==> config.mk <==
export PLATFORM = sky130hd
export DESIGN_NAME = dts_sequencer
export DESIGN_NICKNAME = d
export VERILOG_FILES = /design/src/logic/dts_chan_regs.v /design/src/logic/dts_sequencer.v
export VERILOG_INCLUDE_DIRS = /design/src /design/src/logic
export SDC_FILE = /design/constraint.sdc
export NUM_CORES = 1
export LEC_CHECK = 0
export BUFFER_PORTS_ARGS = -buffer_cell sky130_fd_sc_hd__buf_2
export CAP_MARGIN = 20
export CELL_PAD_IN_SITES_DETAIL_PLACEMENT = 2
export CELL_PAD_IN_SITES_GLOBAL_PLACEMENT = 2
export CORE_MARGIN = 5
export CORE_UTILIZATION = 34
export DETAILED_ROUTE_END_ITERATION = 16
export PLACE_DENSITY_LB_ADDON = 0.2
export SETUP_SLACK_MARGIN = 0.02
export SLEW_MARGIN = 15
export SYNTH_ARGS = -nofsm -noshare
export SYNTH_HDL_FRONTEND = slang
export SYNTH_SLANG_ARGS = --single-unit
==> constraint.sdc <==
create_clock -name clk_i -period 5.3 [get_ports clk_i]
set_clock_uncertainty 0.2 [all_clocks]
set_input_delay 1.06 -clock clk_i [delete_from_list [all_inputs] [get_ports clk_i]]
set_output_delay 1.06 -clock clk_i [all_outputs]
set_load 0.01 [all_outputs]
==> src/logic/dts_defines.vh <==
// Purpose: shared constants for the dma transfer sequencer
// Assumes: included by bare name from logic/
// Notes: timing counts are in clock cycles
`ifndef DTS_DEFINES_VH
`define DTS_DEFINES_VH
// =====================================
// command bits
`define DTS_CMD_MEM2MEM_BIT 0
`define DTS_CMD_HOLD_SRC_BIT 1
`define DTS_CMD_DISABLE_BIT 2
`define DTS_CMD_COMPRESS_BIT 3
`define DTS_CMD_EXTWR_BIT 5
`define DTS_CMD_REQ_HIGH_BIT 6
`define DTS_CMD_ACK_HIGH_BIT 7
// =====================================
// transfer types (mode bits 3:2)
`define DTS_XFER_VERIFY 2'h0
`define DTS_XFER_WRITE 2'h1
`define DTS_XFER_READ 2'h2
// =====================================
// channel modes (decoded from mode bits 3:2, the same bits as the transfer type)
`define DTS_MODE_DEMAND 2'h0
`define DTS_MODE_SINGLE 2'h1
`define DTS_MODE_BLOCK 2'h2
`define DTS_MODE_CASCADE 2'h3
// =====================================
// counts and reset values
`define DTS_MIN_GRANT_WAIT 2'h2
`define DTS_COUNT_WRAP 16'hffff
`define DTS_COUNT_ZERO 16'h0000
`define DTS_CMD_RESET 8'h00
`define DTS_MASK_RESET 4'hf
`endif

==> src/logic/dts_chan_regs.v <==
// Purpose: one channel's current address and word count
// Assumes: loads come from the programming side, steps from the sequencer
// Notes: wrap flag is combinational from the count
`timescale 1ns/1ps
`include "dts_defines.vh"
module dts_chan_regs #(
   parameter AW = 16
) (
   // clock and reset
   input wire clk_i,
   input wire srst_i,
   // control
   input wire load_i,
   input wire [AW-1:0] load_addr_i,
   input wire [AW-1:0] load_count_i,
   input wire step_i,
   input wire addr_hold_i,
   input wire addr_down_i,
   // state
   output reg [AW-1:0] addr_o,
   output reg [AW-1:0] count_o,
   output wire at_zero_o
);
   assign at_zero_o = (count_o == `DTS_COUNT_ZERO);
   always @(posedge clk_i) begin
      if (srst_i) begin
         addr_o <= {AW{1'b0}};
         count_o <= {AW{1'b0}};
      end else if (load_i) begin
         addr_o <= load_addr_i;
         count_o <= load_count_i;
      end else if (step_i) begin
         count_o <= count_o - 1'b1; // RL18
         if (!addr_hold_i) begin
            if (addr_down_i) begin
               addr_o <= addr_o - 1'b1;
            end else begin
               addr_o <= addr_o + 1'b1;
            end
         end
      end
   end
endmodule

==> src/logic/dts_sequencer.v <==
// Purpose: four-channel dma transfer sequencer, bus hold and state timing
// Assumes: inputs synchronous to clk_i; registers loaded through plain ports
// Notes: states advance on rising edges of clk_i; pins split into in/out/oe
`timescale 1ns/1ps
`include "dts_defines.vh"
// Functional notes
// RL1: pulse end-of-process low on count wrap
// RL2: terminal count ends transfer, clears request
// RL3: system pulls unused end-of-process high
// RL4: low address pins input idle, output active
// RL5: host grants one cycle after request
// RL6: per-channel acknowledge, polarity programmable, none mem2mem
// RL7: address enable high while outputs valid
// RL8: strobe upper address from data bus
// RL9: every state lasts one clock, except grant wait and wait states
// RL10: idle samples requests, chip select, programming
// RL11: unmasked or software request raises hold request
// RL12: wait for grant, at least two clocks
// RL13: four states io, eight memory-to-memory
// RL14: ready low inserts wait states
// RL15: first state drives address, strobe, acknowledge
// RL16: skip first state if upper unchanged
// RL17: read strobe second, write third, compress skips
// RL18: fourth state: strobes off, count, address step
// RL19: read/write transfers pair memory and io strobes
// RL20: verify keeps strobes off, ignores ready
// RL21: channel 0 reads, channel 1 writes, both step
// RL22: command bits enable mem2mem, hold source
// RL23: peripheral holds request until acknowledge
// RL24: release bus outputs when not owner
module dts_sequencer #(
   parameter NCH = 4,
   parameter AW = 16
) (
   // clock and reset
   input wire clk_i,
   input wire srst_i,
   // configuration
   input wire [7:0] command_i,
   input wire [4*NCH-1:0] chan_mode_i,
   input wire [NCH-1:0] mask_i,
   input wire [NCH-1:0] soft_request_i,
   input wire [NCH-1:0] load_i,
   input wire [AW-1:0] load_addr_i,
   input wire [AW-1:0] load_count_i,
   // bus hold
   output wire bus_hold_request_o,
   input wire bus_hold_grant_i,
   // channel lines
   input wire [NCH-1:0] channel_request_i,
   output wire [NCH-1:0] channel_acknowledge_o,
   // host side
   input wire chip_select_n_i,
   input wire ready_i,
   output wire program_state_o,
   output wire [3:0] reg_select_o,
   // address and data pins
   input wire [3:0] low_address_pins_i,
   output wire [3:0] low_address_pins_o,
   output wire low_address_pins_oe_o,
   output wire [3:0] mid_address_pins_o,
   output wire mid_address_pins_oe_o,
   input wire [7:0] data_bus_pins_i,
   output wire [7:0] data_bus_pins_o,
   output wire data_bus_pins_oe_o,
   output wire address_valid_enable_o,
   output wire upper_address_strobe_o,
   // strobes
   output wire memory_read_strobe_n_o,
   output wire memory_write_strobe_n_o,
   output wire io_read_strobe_n_o,
   output wire io_write_strobe_n_o,
   output wire strobe_oe_o,
   // end of process (open drain)
   input wire end_of_process_n_i,
   output wire end_of_process_n_o,
   output wire end_of_process_n_oe_o,
   // status
   output wire [NCH-1:0] terminal_count_o,
   output wire [NCH-1:0] request_pending_o
);
   // =====================================
   // states
   localparam ST_IDLE = 3'h0;
   localparam ST_GRANT_WAIT = 3'h1;
   localparam ST_ADDR_OUT = 3'h2;
   localparam ST_READ = 3'h3;
   localparam ST_WRITE = 3'h4;
   localparam ST_END = 3'h5;
   localparam ST_WAIT = 3'h6;

   reg [2:0] state_reg, state_next;
   reg [1:0] chan_reg, chan_next;
   reg phase_reg, phase_next;
   reg [1:0] wait_cnt_reg, wait_cnt_next;
   reg [7:0] upper_reg, upper_next;
   reg upper_valid_reg, upper_valid_next;
   reg [7:0] hold_data_reg;
   reg [NCH-1:0] tc_reg, tc_next;
   reg [NCH-1:0] sreq_reg;
   reg eop_pulse_reg, eop_pulse_next;
   reg [2:0] after_wait_reg, after_wait_next;
   reg [NCH-1:0] step;
   reg [NCH-1:0] end_hit;

   wire [AW-1:0] addr [0:NCH-1];
   wire [AW-1:0] count [0:NCH-1];
   wire [NCH-1:0] at_zero;
   wire mem2mem = command_i[`DTS_CMD_MEM2MEM_BIT]; // RL22

   // =====================================
   // channel counters
   genvar g;
   generate
      for (g = 0; g < NCH; g = g + 1) begin : gen_ch
         dts_chan_regs #(.AW(AW)) u_regs (
            .clk_i(clk_i),
            .srst_i(srst_i),
            .load_i(load_i[g]),
            .load_addr_i(load_addr_i),
            .load_count_i(load_count_i),
            .step_i(step[g]),
            .addr_hold_i((g == 0) && command_i[`DTS_CMD_HOLD_SRC_BIT] && mem2mem), // RL22
            .addr_down_i(chan_mode_i[4*g+1]),
            .addr_o(addr[g]),
            .count_o(count[g]),
            .at_zero_o(at_zero[g])
         );
      end
   endgenerate

   // =====================================
   // request qualification
   wire [NCH-1:0] req_act = command_i[`DTS_CMD_REQ_HIGH_BIT] ? ~channel_request_i : channel_request_i;
   wire [NCH-1:0] valid_req = ((req_act & ~mask_i) | sreq_reg) &
                              {NCH{~command_i[`DTS_CMD_DISABLE_BIT]}}; // RL11
   reg [1:0] pick;
   integer i;
   always @* begin
      pick = 2'h0;
      for (i = NCH - 1; i >= 0; i = i - 1) begin
         if (valid_req[i]) begin
            pick = i[1:0];
         end
      end
   end

   wire [1:0] cur_xfer = chan_mode_i[4*chan_reg+3 -: 2];
   wire [1:0] cur_cmode = {chan_mode_i[4*chan_reg+3], chan_mode_i[4*chan_reg+2]} & 2'h3;
   wire [1:0] act_chan = mem2mem ? {1'b0, phase_reg} : chan_reg; // RL21
   wire verify = !mem2mem && (cur_xfer == `DTS_XFER_VERIFY);
   wire cascade = (cur_cmode == `DTS_MODE_CASCADE);
   wire burst = (cur_cmode == `DTS_MODE_DEMAND) || (cur_cmode == `DTS_MODE_BLOCK);
   wire compress = command_i[`DTS_CMD_COMPRESS_BIT] && !mem2mem;
   wire ext_eop = !end_of_process_n_i && !cascade; // RL2
   wire cur_zero = at_zero[act_chan];
   wire [AW-1:0] cur_addr = addr[act_chan];
   // compare the stepped address: a carry into the upper byte needs a fresh strobe
   wire src_hold = (act_chan == 2'h0) && mem2mem && command_i[`DTS_CMD_HOLD_SRC_BIT];
   wire step_down = chan_mode_i[4*act_chan+1];
   wire [AW-1:0] next_addr = src_hold ? cur_addr : (step_down ? cur_addr - 1'b1 : cur_addr + 1'b1);
   wire upper_same = upper_valid_reg && (next_addr[15:8] == upper_reg); // RL16
   wire owns_bus = (state_reg != ST_IDLE) && (state_reg != ST_GRANT_WAIT);

   // =====================================
   // sequencer
   always @* begin
      state_next = state_reg;
      chan_next = chan_reg;
      phase_next = phase_reg;
      wait_cnt_next = wait_cnt_reg;
      upper_next = upper_reg;
      upper_valid_next = upper_valid_reg;
      tc_next = tc_reg;
      eop_pulse_next = 1'b0;
      after_wait_next = after_wait_reg;
      step = {NCH{1'b0}};
      end_hit = {NCH{1'b0}};
      case (state_reg) // RL9
         ST_IDLE: begin
            upper_valid_next = 1'b0;
            phase_next = 1'b0;
            wait_cnt_next = 2'h0;
            if (|valid_req) begin // RL10 RL11
               chan_next = mem2mem ? 2'h0 : pick;
               state_next = ST_GRANT_WAIT;
            end
         end
         ST_GRANT_WAIT: begin
            if (wait_cnt_reg != `DTS_MIN_GRANT_WAIT) begin
               wait_cnt_next = wait_cnt_reg + 2'h1;
            end
            if (bus_hold_grant_i && wait_cnt_reg >= `DTS_MIN_GRANT_WAIT - 2'h1) begin // RL12
               state_next = ST_ADDR_OUT;
            end
         end
         ST_ADDR_OUT: begin
            upper_next = cur_addr[15:8]; // RL15
            upper_valid_next = 1'b1;
            state_next = ST_READ;
         end
         ST_READ: begin
            if (!ready_i && !verify) begin // RL14 RL20
               after_wait_next = compress ? ST_END : ST_WRITE;
               state_next = ST_WAIT;
            end else begin
               state_next = compress ? ST_END : ST_WRITE; // RL17
            end
         end
         ST_WRITE: begin
            if (!ready_i && !verify) begin // RL14
               after_wait_next = ST_END;
               state_next = ST_WAIT;
            end else begin
               state_next = ST_END;
            end
         end
         ST_WAIT: begin
            if (ready_i) begin
               state_next = after_wait_reg;
            end
         end
         ST_END: begin
            step[act_chan] = 1'b1; // RL18 RL21
            // source count is ignored in mem2mem, only the destination wrap ends it
            if (cur_zero && !(mem2mem && !phase_reg)) begin
               eop_pulse_next = 1'b1; // RL1
            end
            if (mem2mem && !phase_reg) begin
               phase_next = 1'b1; // RL13
               state_next = (upper_valid_reg && addr[1][15:8] == upper_reg) ? ST_READ : ST_ADDR_OUT;
            end else if (cur_zero || ext_eop) begin
               tc_next[chan_reg] = 1'b1; // RL2
               end_hit[chan_reg] = 1'b1;
               state_next = ST_IDLE;
            end else if (mem2mem) begin
               phase_next = 1'b0;
               state_next = ST_ADDR_OUT;
            end else if (burst && valid_req[chan_reg]) begin
               state_next = upper_same ? ST_READ : ST_ADDR_OUT; // RL16
            end else begin
               state_next = ST_IDLE;
            end
         end
         default: begin
            state_next = ST_IDLE;
         end
      endcase
      if (owns_bus && ext_eop && state_reg != ST_END) begin
         tc_next[chan_reg] = 1'b1; // RL2
         end_hit[chan_reg] = 1'b1;
         state_next = ST_IDLE;
      end
   end

   always @(posedge clk_i) begin
      if (srst_i) begin
         state_reg <= ST_IDLE;
         chan_reg <= 2'h0;
         phase_reg <= 1'b0;
         wait_cnt_reg <= 2'h0;
         upper_reg <= 8'h00;
         upper_valid_reg <= 1'b0;
         tc_reg <= {NCH{1'b0}};
         eop_pulse_reg <= 1'b0;
         after_wait_reg <= ST_IDLE;
         sreq_reg <= {NCH{1'b0}};
         hold_data_reg <= 8'h00;
      end else begin
         state_reg <= state_next;
         chan_reg <= chan_next;
         phase_reg <= phase_next;
         wait_cnt_reg <= wait_cnt_next;
         upper_reg <= upper_next;
         upper_valid_reg <= upper_valid_next;
         tc_reg <= tc_next;
         eop_pulse_reg <= eop_pulse_next;
         after_wait_reg <= after_wait_next;
         // software request set wins over terminal-count clear
         sreq_reg <= (sreq_reg & ~end_hit) | soft_request_i; // RL2
         if (mem2mem && !phase_reg && state_reg == ST_READ) begin
            hold_data_reg <= data_bus_pins_i; // RL21
         end
      end
   end

   // =====================================
   // outputs
   assign bus_hold_request_o = (state_reg != ST_IDLE); // RL11
   assign program_state_o = (state_reg == ST_IDLE) && !bus_hold_grant_i && !chip_select_n_i; // RL10
   assign reg_select_o = low_address_pins_i; // RL4
   wire ack_on = owns_bus && !mem2mem; // RL6
   wire [NCH-1:0] ack_vec = ack_on ? ({{(NCH-1){1'b0}}, 1'b1} << chan_reg) : {NCH{1'b0}};
   assign channel_acknowledge_o = command_i[`DTS_CMD_ACK_HIGH_BIT] ? ack_vec : ~ack_vec; // RL6
   assign address_valid_enable_o = owns_bus; // RL7
   assign upper_address_strobe_o = (state_reg == ST_ADDR_OUT); // RL8 RL15
   assign low_address_pins_o = cur_addr[3:0];
   assign mid_address_pins_o = cur_addr[7:4];
   assign low_address_pins_oe_o = owns_bus; // RL4 RL24
   assign mid_address_pins_oe_o = owns_bus; // RL4
   wire m2m_wr_data = owns_bus && mem2mem && phase_reg && state_reg != ST_ADDR_OUT;
   assign data_bus_pins_o = (state_reg == ST_ADDR_OUT) ? cur_addr[15:8] : hold_data_reg;
   assign data_bus_pins_oe_o = (state_reg == ST_ADDR_OUT) || m2m_wr_data; // RL8 RL24
   assign strobe_oe_o = owns_bus; // RL24
   wire in_read = (state_reg == ST_READ) || (state_reg == ST_WRITE) ||
                  (state_reg == ST_WAIT && after_wait_reg != ST_IDLE);
   wire ext_wr = command_i[`DTS_CMD_EXTWR_BIT];
   wire in_write = (state_reg == ST_WRITE) || (state_reg == ST_WAIT && after_wait_reg == ST_END) ||
                   ((ext_wr || compress) && state_reg == ST_READ); // RL17
   wire rd_side = !verify && in_read; // RL20
   wire wr_side = !verify && in_write;
   wire mem_rd = mem2mem ? (!phase_reg && rd_side) : (cur_xfer == `DTS_XFER_READ && rd_side); // RL19
   wire mem_wr = mem2mem ? (phase_reg && wr_side) : (cur_xfer == `DTS_XFER_WRITE && wr_side);
   wire io_rd = !mem2mem && cur_xfer == `DTS_XFER_WRITE && rd_side; // RL19
   wire io_wr = !mem2mem && cur_xfer == `DTS_XFER_READ && wr_side;
   assign memory_read_strobe_n_o = ~mem_rd; // RL18
   assign memory_write_strobe_n_o = ~mem_wr;
   assign io_read_strobe_n_o = ~io_rd;
   assign io_write_strobe_n_o = ~io_wr;
   assign end_of_process_n_o = 1'b0;
   assign end_of_process_n_oe_o = eop_pulse_reg; // RL1
   assign terminal_count_o = tc_reg;
   assign request_pending_o = valid_req;
endmodule

# [Word level (Yosys, flattened, before mapping)]
# Index checks and enable logic that the tools add are counted.
[totals] ramBits=0 input_bits=90 rom_bits=0 n_memories=0 latch_bits=0 ff_bits=165
[op_classes] eq_ne=26 n_reduce_logical=82 bitwise=19 n_mul=0 div_mod_pow=0 order_cmp=9 shift=2 mux=85 add_sub_neg=18
[op_table] operator="16-bit 2-to-1 mux" n=25
[op_table] operator="16-bit by 1-bit subtractor with 16-bit output, second input constant" n=9
[op_table] operator="16-bit by 1-bit adder with 16-bit output, second input constant" n=5
[op_table] operator="16-bit logical NOT" n=4
[op_table] operator="4-bit 2-to-1 mux" n=12
[op_table] operator="1-bit logical AND" n=38
[op_table] operator="17-bit by 33-bit variable part select with 2-bit output" n=1
[op_table] operator="16-bit binary-select mux with 2-bit select" n=1
[op_table] operator="2-bit 2-to-1 mux" n=13
[op_table] operator="3-bit case mux with 7 select lines" n=1
[op_table] operator="4-bit OR" n=5
[op_table] operator="8-bit equality test" n=2
[op_table] operator="1-bit 2-to-1 mux" n=16
[op_table] operator="2-bit != test, second input constant" n=8
[op_table] operator="4-bit NOT" n=4
[op_table] operator="2-bit nonzero test" n=8
[op_table] operator="5-bit < comparator, second input constant" n=3
[op_table] operator="3-bit 2-to-1 mux" n=5
[op_table] operator="4-bit AND" n=3
[op_table] operator="1-bit binary-select mux with 4-bit select" n=3
[op_table] operator="3-bit equality test, second input constant" n=4
[op_table] operator="4-bit by 2-bit adder with 5-bit output, second input constant" n=2
[op_table] operator="1-bit logical NOT" n=9
[op_table] operator="3-bit != test, second input constant" n=3
[op_table] operator="other kinds (28)" n=57

# [Depth between registers and ports, before layout]
# Gate-level depths: netlist of run 1.
[logic_depth] word_depth=16 ltp_mapped=17

# [By module]
# Synthesis of run 1 repeated with hierarchy kept, for this count alone.
[hier_totals] cells_unflattened=1708 hier_area_um2=13036.3
[modules_own_cells] module="dts_chan_regs at gen_ch[0].u_regs ..." area_per_inst_um2=2331.0 n_inst=3 cells_per_inst=300
[modules_own_cells] module="dts_sequencer" area_per_inst_um2=3634.7 n_inst=1 cells_per_inst=490
[modules_own_cells] module="dts_chan_regs at gen_ch[3].u_regs" area_per_inst_um2=2408.6 n_inst=1 cells_per_inst=318

# [Worst setup path after synthesis of run 1]
# OpenSTA, ideal clock, no wires.
[synth_path] path_kind="input to register" start="input command_i[0]" end="register state_reg[0]" path_slack_ns=0.887 arrival_ns=4.089 setup_time_ns=0.124 n_path_buf=2 path_stages=15 path_cell_list="buf_2 or2_2 o221ai_1 nor2_1 inv_2 buf_2 ha_1 a2111o_1 a41oi_2 a32oi_1 or3_4 a21o_1 a32o_1 a22oi_2 o31ai_2"
[synth_between] elab_chain_cells=16 word_cells_on_any_way=35 cone_classes="add/sub (3); eq/ne (1); mux (19); bitwise (1); reduce/logical (11)"
[synth_lines] item="from (decl)" line_no="dts_sequencer.v:39" rtl="input wire [7:0] command_i,"
[synth_lines] item="2-bit 2-to-1 mux" line_no="dts_sequencer.v:150" rtl="wire [1:0] act_chan = mem2mem ? {1'b0, phase_reg} : chan_reg;"
[synth_lines] item="2-bit NOT with 3-bit output (not written as such)" line_no="dts_sequencer.v:157" rtl="wire [AW-1:0] cur_addr = addr[act_chan];"
[synth_lines] item="16-bit binary-select mux with 2-bit select" line_no="dts_sequencer.v:157"
[synth_lines] item="16-bit 2-to-1 mux (not written as such) (2 in a row)" line_no="dts_sequencer.v:157"
[synth_lines] item="16-bit by 1-bit adder with 16-bit output / 16-bit by 1-bit subtractor with 16-bit output (equally long branches)" line_no="dts_sequencer.v:161" rtl="wire [AW-1:0] next_addr = src_hold ? cur_addr : (step_down ? cur_addr - 1'b1 : cur_addr + 1'b1);"
[synth_lines] item="16-bit 2-to-1 mux (2 in a row)" line_no="dts_sequencer.v:161"
[synth_lines] item="8-bit equality test" line_no="dts_sequencer.v:162" rtl="wire upper_same = upper_valid_reg && (next_addr[15:8] == upper_reg);"
[synth_lines] item="1-bit logical AND" line_no="dts_sequencer.v:162"
[synth_lines] item="1-bit 2-to-1 mux" line_no="dts_sequencer.v:240" rtl="state_next = upper_same ? ST_READ : ST_ADDR_OUT;"
[synth_lines] item="2-bit 2-to-1 mux" line_no="dts_sequencer.v:239" rtl="end else if (burst && valid_req[chan_reg]) begin"
[synth_lines] item="2-bit 2-to-1 mux" line_no="dts_sequencer.v:236" rtl="end else if (mem2mem) begin"
[synth_lines] item="2-bit 2-to-1 mux" line_no="dts_sequencer.v:232" rtl="end else if (cur_zero || ext_eop) begin"
[synth_lines] item="2-bit 2-to-1 mux" line_no="dts_sequencer.v:229" rtl="if (mem2mem && !phase_reg) begin"
[synth_lines] item="3-bit case mux with 7 select lines (*)" line_no="dts_sequencer.v:179" rtl="case (state_reg)"
[synth_lines] item="to (signal assigned)" line_no="dts_sequencer.v:270" rtl="state_reg <= state_next;"
[synth_lines] item="to (decl)" line_no="dts_sequencer.v:92" rtl="reg [2:0] state_reg, state_next;"
# Every way passes the cells marked *; elsewhere a longest branch is shown, timed or not. The select of a mux whose other input is x is not followed.
# A chain may end at the register's enable or synchronous reset.

# [Worst setup path in the final report of run 1]
# Same ends and word-level chain as after synthesis.

==> results.md, run 1 <==
- Pwr dens: around 290 nW/um2
- Die Area: roughly 40000 um2
- Setup_tns: 0 ns
- First-pass GRT wire length: ~75 mm
- Clock Latency Late Sink: roughly 0.46 ns
- Die Height: ~200 um
- Avg Inst Size Synth: 7.29 um2
- Vias in the first global route: approximately 13000
- CTS sink cnt: around 160
- WL per Instance: about 21 um
- I/O pin count: between 100 and 150
- Count of max-cap constraint violations: 0
- Post-synth ARST share: 0%
- Via Count: roughly 13000
- DR iter-0 viols: about 670
- Crit path time final: 4.62 ns
- WP data required: between 5 and 6 ns
- Post-synthesis sequential area ratio: around 27%
- Largest net degree at the start of global routing: 81
- Final wirelength: 47.5 mm
- Top fanout value on the critical path: 22
- GRT Overall Usage: approximately a quarter
- Grt ovf: 0
- Post-Syn Area: approximately 12000 um2
- Cts bufs inserted: 17
- Antenna viol nets, final: 0
- HPWL Detailed: approximately 36 mm
- Clock Tree Buf Depth: 2
- Startpoint Class: primary input
- Final period utilization: around 87%
- Endpoints failing hold: 0
- # setup viols final: 0
- HP Class: register to register
- CTS Hold Bufs: 0
- Inserted Diodes: 0
- Max VDD drop: roughly 0.23 mV
- Syn nets: 1826
- Post-synth top area cell: dfxtp_1
- Post-CTS sizing: 0
- Synth area leaders: dfxtp_1 (27%), nor2_1 (9.2%), a21oi_1 (8.9%)
- Area growth syn-to-layout: 13.1%
- Core area: around 35000 um2
- Worst slew margin: between 30% and 40%
- Yosys top cell area share: 27.0%
- CTS tree: done
- Kind of critical path: primary input to register
- Drc violations: 0
- Initial DRT Pass Iterations: 5
- Ys Warns: 0
- Synth Flop Type: dfxtp_1
- Row cnt: 69
- Max Fclk: roughly 220 MHz
- Number of port buffers: 121
- RSZ-0062 raised after global routing: false
- Fill cell count: around 4200
- Yosys cell types: 81
- Final Max Tran Viols: 0
- WP data arrival: 4.76 ns
- Initial Utilization: around 34%
- Vias per Instance: approximately 5.7
- Number of synthesized flops with an enable pin: 0
- GP Congestion: 0.849
- Post-layout util: about two fifths
- Antenna violations before repair: 0
- Setup bufs post-CTS: 0
- Status: finished, final reports clean
- Most frequent cell after synthesis: nor2_1
- Die X: approximately 200 um
- Depth of the CTS H-tree: 4
- Synthesized flop and latch total: 164
- Synth cell count leaders: nor2_1 (297), a21oi_1 (216), dfxtp_1 (164)
- Layout cells sized above 1: about 12%
- Clock slew at reported path FFs: around 0.070 ns
- Post-Syn Instances: 1667
- Static Leak: between 5 and 6 nW
- Biggest regs: gen_ch.u_regs.addr_o: 64 flops, gen_ch.u_regs.count_o: 64 flops
- Root buffer cell: clkbuf_16
- Nets: ~1900
- CP endpoint kind: register
- Worst slew pin tran: roughly 1 ns
## metal layers
layer  vias up  track usage (%)  wire, um
met3        34             2.83      1650
met5         -                0         0
met4         0             4.79       714
li1       6034                -         -
met1      6300             31.4     22100
met2       218             41.8     23100
## final cells by class
cell class | instances | area, um2 | area share, %
multi-input cells | 1338 | 8170 | 59.4
flip-flops and latches | 164 | 3280 | 23.9
repair buffers | 155 | 867 | 6.31
well taps | 461 | 577 | 4.19
clock buffers | 19 | 453 | 3.29
inverters | 63 | 236 | 1.72
clock inverters | 13 | 163 | 1.18
## cells in the final DEF, fill, tap and decap left out, drive strengths merged, types with 6 or more instances in the layout
cell type / n
nor2: 297
a21oi: 216
dfxtp: 164
buf: 155
nand2: 117
xnor2: 77
inv: 69
o21ai: 67
ha: 65
nor3: 55
xor2: 40
nand3: 35
mux2i: 31
or3: 29
a211oi: 27
nor4: 25
a21o: 23
clkbuf: 19
a221oi: 17
nor2b: 17
and3: 16
nand2b: 14
o211ai: 11
a31oi: 10
or4: 10
nand4: 10
and2: 9
or2: 9
o22ai: 8
o221ai: 8
o21a: 8
nor3b: 7
nand3b: 6
o2111ai: 6
o31ai: 6
## critical path: stages
cell and delay [ns]:
buf_2 0.34, or3_4 0.24, and2_1 0.39, o22ai_1 0.16
a21oi_1 0.32, ha_1 0.34, a2111o_1 0.41, a41oi_2 0.22
a32oi_1 0.22, or3_4 0.43, a21o_1 0.17, a32o_1 0.22
a22oi_2 0.14, o31ai_2 0.09
## through the flow
step | area [um2] | std cells | power, W | hold WS [ns] | worst slack [ns]
floorplan | 12200 | 1667 | 0.00226 | 0.252 | 0.887
global placement | 13100 | 2181 | 0.00260 | 0.230 | 0.467
detailed placement | 13100 | 2181 | 0.00266 | 0.243 | 0.290
CTS | 13800 | 2213 | 0.00401 | 0.254 | 0.748
global route | 13800 | 2213 | 0.00419 | 0.271 | 0.514
finish | 13800 | 2213 | 0.00397 | 0.249 | 0.684
## cell families after synthesis
kind of cell               share of synthesized area (%)
adders and majority gates                           7.43
xor gates and xnor gates                            8.43
muxes                                               3.29
other                                             0.0308
DFF                                                 27.0
and+or+nand+nor                                     25.8
buffers and inverters                               5.82
AOI/OAI and AO/OA                                   22.2
## power breakdown
| group | switching (W) | leakage, nW | internal (W) | total (W) |
|---|---|---|---|---|
| registers | 0.000123 | 1.35 | 0.00132 | 0.00145 |
| logic | 0.000737 | 3.92 | 0.000451 | 0.00119 |
| clock network | 0.000604 | 0.299 | 0.000736 | 0.00134 |
| total | 0.00146 | 5.57 | 0.00251 | 0.00397 |
## worst paths after layout
path                            start             endpoint  slack, ns  cells past startpoint
setup / recovery         command_i[0]         state_reg[0]       0.68                     14
hold / removal    terminal_count_o[0]  terminal_count_o[0]       0.25                      2
setup reg to reg          chan_reg[1]         state_reg[0]       0.82                     13
hold reg to reg   terminal_count_o[0]  terminal_count_o[0]       0.25                      2
Note: power is estimated with default switching activity, not from simulation.
==> inputs of run 2 (changes only) <==
--- a/config.mk
+++ b/config.mk
@@ -8,11 +8,12 @@
 export LEC_CHECK = 0
 export BUFFER_PORTS_ARGS = -buffer_cell sky130_fd_sc_hd__buf_2
 export CAP_MARGIN = 20
-export CELL_PAD_IN_SITES_DETAIL_PLACEMENT = 2
+export CELL_PAD_IN_SITES_DETAIL_PLACEMENT = 1
 export CELL_PAD_IN_SITES_GLOBAL_PLACEMENT = 2
 export CORE_MARGIN = 5
 export CORE_UTILIZATION = 34
 export DETAILED_ROUTE_END_ITERATION = 16
+export GPL_TIMING_DRIVEN = 0
 export PLACE_DENSITY_LB_ADDON = 0.2
 export SETUP_SLACK_MARGIN = 0.02
 export SLEW_MARGIN = 15
==> results.md, run 2 (synthesis gave the netlist of run 1 again) <==
- Initial Utilization: 34.3% (unchanged)
- CTS tree: done
- Biggest regs: gen_ch.u_regs.addr_o: 64 flops, gen_ch.u_regs.count_o: 64 flops
- Status: finished, final reports clean
- Final Cell Area: 13900 um2 (+1.2%)
- Top fanout value on the critical path: 10 (-55%)
- WL per Instance: 21.7 um (+1.1%)
- Pwr dens: 282 nW/um2 (-2.4%)
- Antenna violations before repair: 1 (+1)
- Vias per Instance: 5.63 (-1.0%)
- I/O pin count: 136 (unchanged)
- Slowest cell on the critical path: a21oi_1
- Power Total: 0.00392 W (-1.2%)
- Placed Area: 13300 um2 (+1.6%)
- Most frequent CP cell: clkbuf_1
- HP Class: register to register
- WP data required: 5.43 ns (-0.02 ns)
- Flip-flop and latch area: 3280 um2 (about the same)
- Cts bufs inserted: 17 (unchanged)
- Area used by multi-input combinational logic: 8170 um2 (unchanged)
- # setup viols final: 0 (unchanged)
- Static Leak: 5.60 nW (+0.46%)
- CTS Hold Bufs: 0 (unchanged)
- Clock Latency Late Sink: 0.45 ns (about the same)
- Via Count: 12841 (+2.0%)
- Final Max Tran Viols: 0 (unchanged)
- Number of port buffers: 121 (unchanged)
- Final wirelength: 49.5 mm (+4.2%)
- Root buffer cell: clkbuf_16
- Largest net degree at the start of global routing: 19 (-77%)
- Setup_tns: 0 ns (unchanged)
- Layout cells sized above 1: 11.3% (-1.0 points)
- WP buf/inv: 3 (+2)
- Max VDD drop: 0.227 mV (-1.4%)
- CP max stage delay: 0.48 ns (+0.05 ns)
- Startpoint Class: primary input
- Row cnt: 69 (unchanged)
- Die Height: 199 um (unchanged)
- Post-route insts no fill: 2281 (+3.1%)
- DR iter-0 viols: 619 (-7.9%)
- First-pass GRT wire length: 75.7 mm (+1.4%)
- Placed insts: 2250 (+3.2%)
- Setup ws final: 0.157 ns (-0.527 ns)
- Worst slew margin: 29.9% (-2.1 points)
- Crit path time final: 5.14 ns (+0.527 ns)
- Most frequent cells in the layout: nor2_1 (297), a21oi_1 (216), dfxtp_1 (164)
- Fill cell count: 4485 (+5.8%)
- Critical path's top delay family: compound AO/OA/AOI/OAI gates
- Initial DRT Pass Iterations: 4 (-1)
- CP endpoint kind: register
- Depth of the CTS H-tree: 4 (unchanged)
- Final period utilization: 97.0% (+9.9 points)
- GP Congestion: 0.871 (+2.6%)
- HPWL Detailed: 39.4 mm (+9.6%)
- Nets: 1966 (+3.6%)
- Vias in the first global route: 13095 (-1.3%)
- Antenna viol nets, final: 0 (unchanged)
- Inserted Diodes: 0 (unchanged)
- CTS sink cnt: 164 (unchanged)
- Die Area: 39600 um2 (unchanged)
- Crit-path cells: buf_2 > nand2b_1 > clkbuf_1 > and2_1 > clkbuf_1 > o22ai_1 > a21oi_1 > ha_1 > a2111o_1 > a41oi_2 > a32oi_1 > or3_4 > a21o_1 > a32o_1 > a22oi_2 > o31ai_2
- Commonest non-fill, non-tap cell in the layout: nor2_1
- GRT Overall Usage: 24.7% (+0.91 points)
- Area growth syn-to-layout: 14.5%
- Drc violations: 0 (unchanged)
- Core area: 35400 um2 (unchanged)
- Count of max-cap constraint violations: 0 (unchanged)
- WP data arrival: 5.27 ns (+0.51 ns)
- Clock slew at reported path FFs: 0.07 ns (about the same)
- Worst slew pin tran: 1.05 ns (+0.0355 ns)
- RSZ-0062 raised after global routing: false
- Die X: 199 um (unchanged)
- Endpoints failing hold: 0 (unchanged)
- DP Worst Slack: -0.413 ns (-0.702 ns)
- Max Fclk: 194 MHz (-10%)
- Grt ovf: 0 (unchanged)
- Kind of critical path: primary input to register
- Clock Tree Buf Depth: 2 (unchanged)
-- run 2: per-layer routing --
metal / part of all wire, % / GRT usage (%) / routed length [um] / vias up
li1: - / - / - / 6196
met1: 44 / 31.4 / 22000 / 6264
met2: 48 / 43.3 / 23900 / 313
met3: 4.5 / 3.56 / 2240 / 68
met4: 2.8 / 7.37 / 1400 / 0
met5: 0 / 0 / 0 / -
-- run 2: cell type report --
class,instances,share of cell area (%)
Multi-Input combinational cell,1338,58.7
Sequential cell,164,23.6
Timing Repair Buffer,122,4.39
Tap cell,461,4.14
Buffer,101,3.37
Clock buffer,19,3.18
Inverter,63,1.70
Clock inverter,13,0.908
-- run 2: worst reg2reg max path, delay by kind of cell, from the launching register on --
family,cells,cell delay [ns]
compound gates,9,2.14
fa+ha+maj,1,0.37
buf+inv,2,0.82
flops,1,0.38
simple gates,3,0.80
-- run 2: metrics by stage --
step | hold slack [ns] | utilization, %
after floorplan | 0.252 | -
after global placement | 0.234 | 37.7
after detailed placement | 0.242 | 37.7
after CTS | 0.252 | 39.3
after global routing | 0.279 | 39.3
final | 0.252 | 39.3
-- run 2: path summary, 6_finish.rpt --
| path | from | to | slack, ns | cells after the start |
|---|---|---|---|---|
| setup / recovery | command_i[0] | state_reg[0] | 0.16 | 16 |
| hold / removal | terminal_count_o[3] | terminal_count_o[3] | 0.25 | 2 |
| setup reg to reg | phase_reg | state_reg[0] | 0.47 | 15 |
| hold reg to reg | terminal_count_o[3] | terminal_count_o[3] | 0.25 | 2 |
-- run 2: what timing repair did --
| item | 4_1_cts | 5_1_grt |
|---|---|---|
| setup endpoints to repair | 1 | 1 |
| setup buffers | 0 | 0 |
| pin swaps | 0 | 0 |
| resized for setup | 1 | 1 |
-- run 2: report_power, final --
group	switching [W]	internal, W
sequential	0.0000996	0.00132
clock	0.000586	0.000667
combinational	0.000772	0.000478
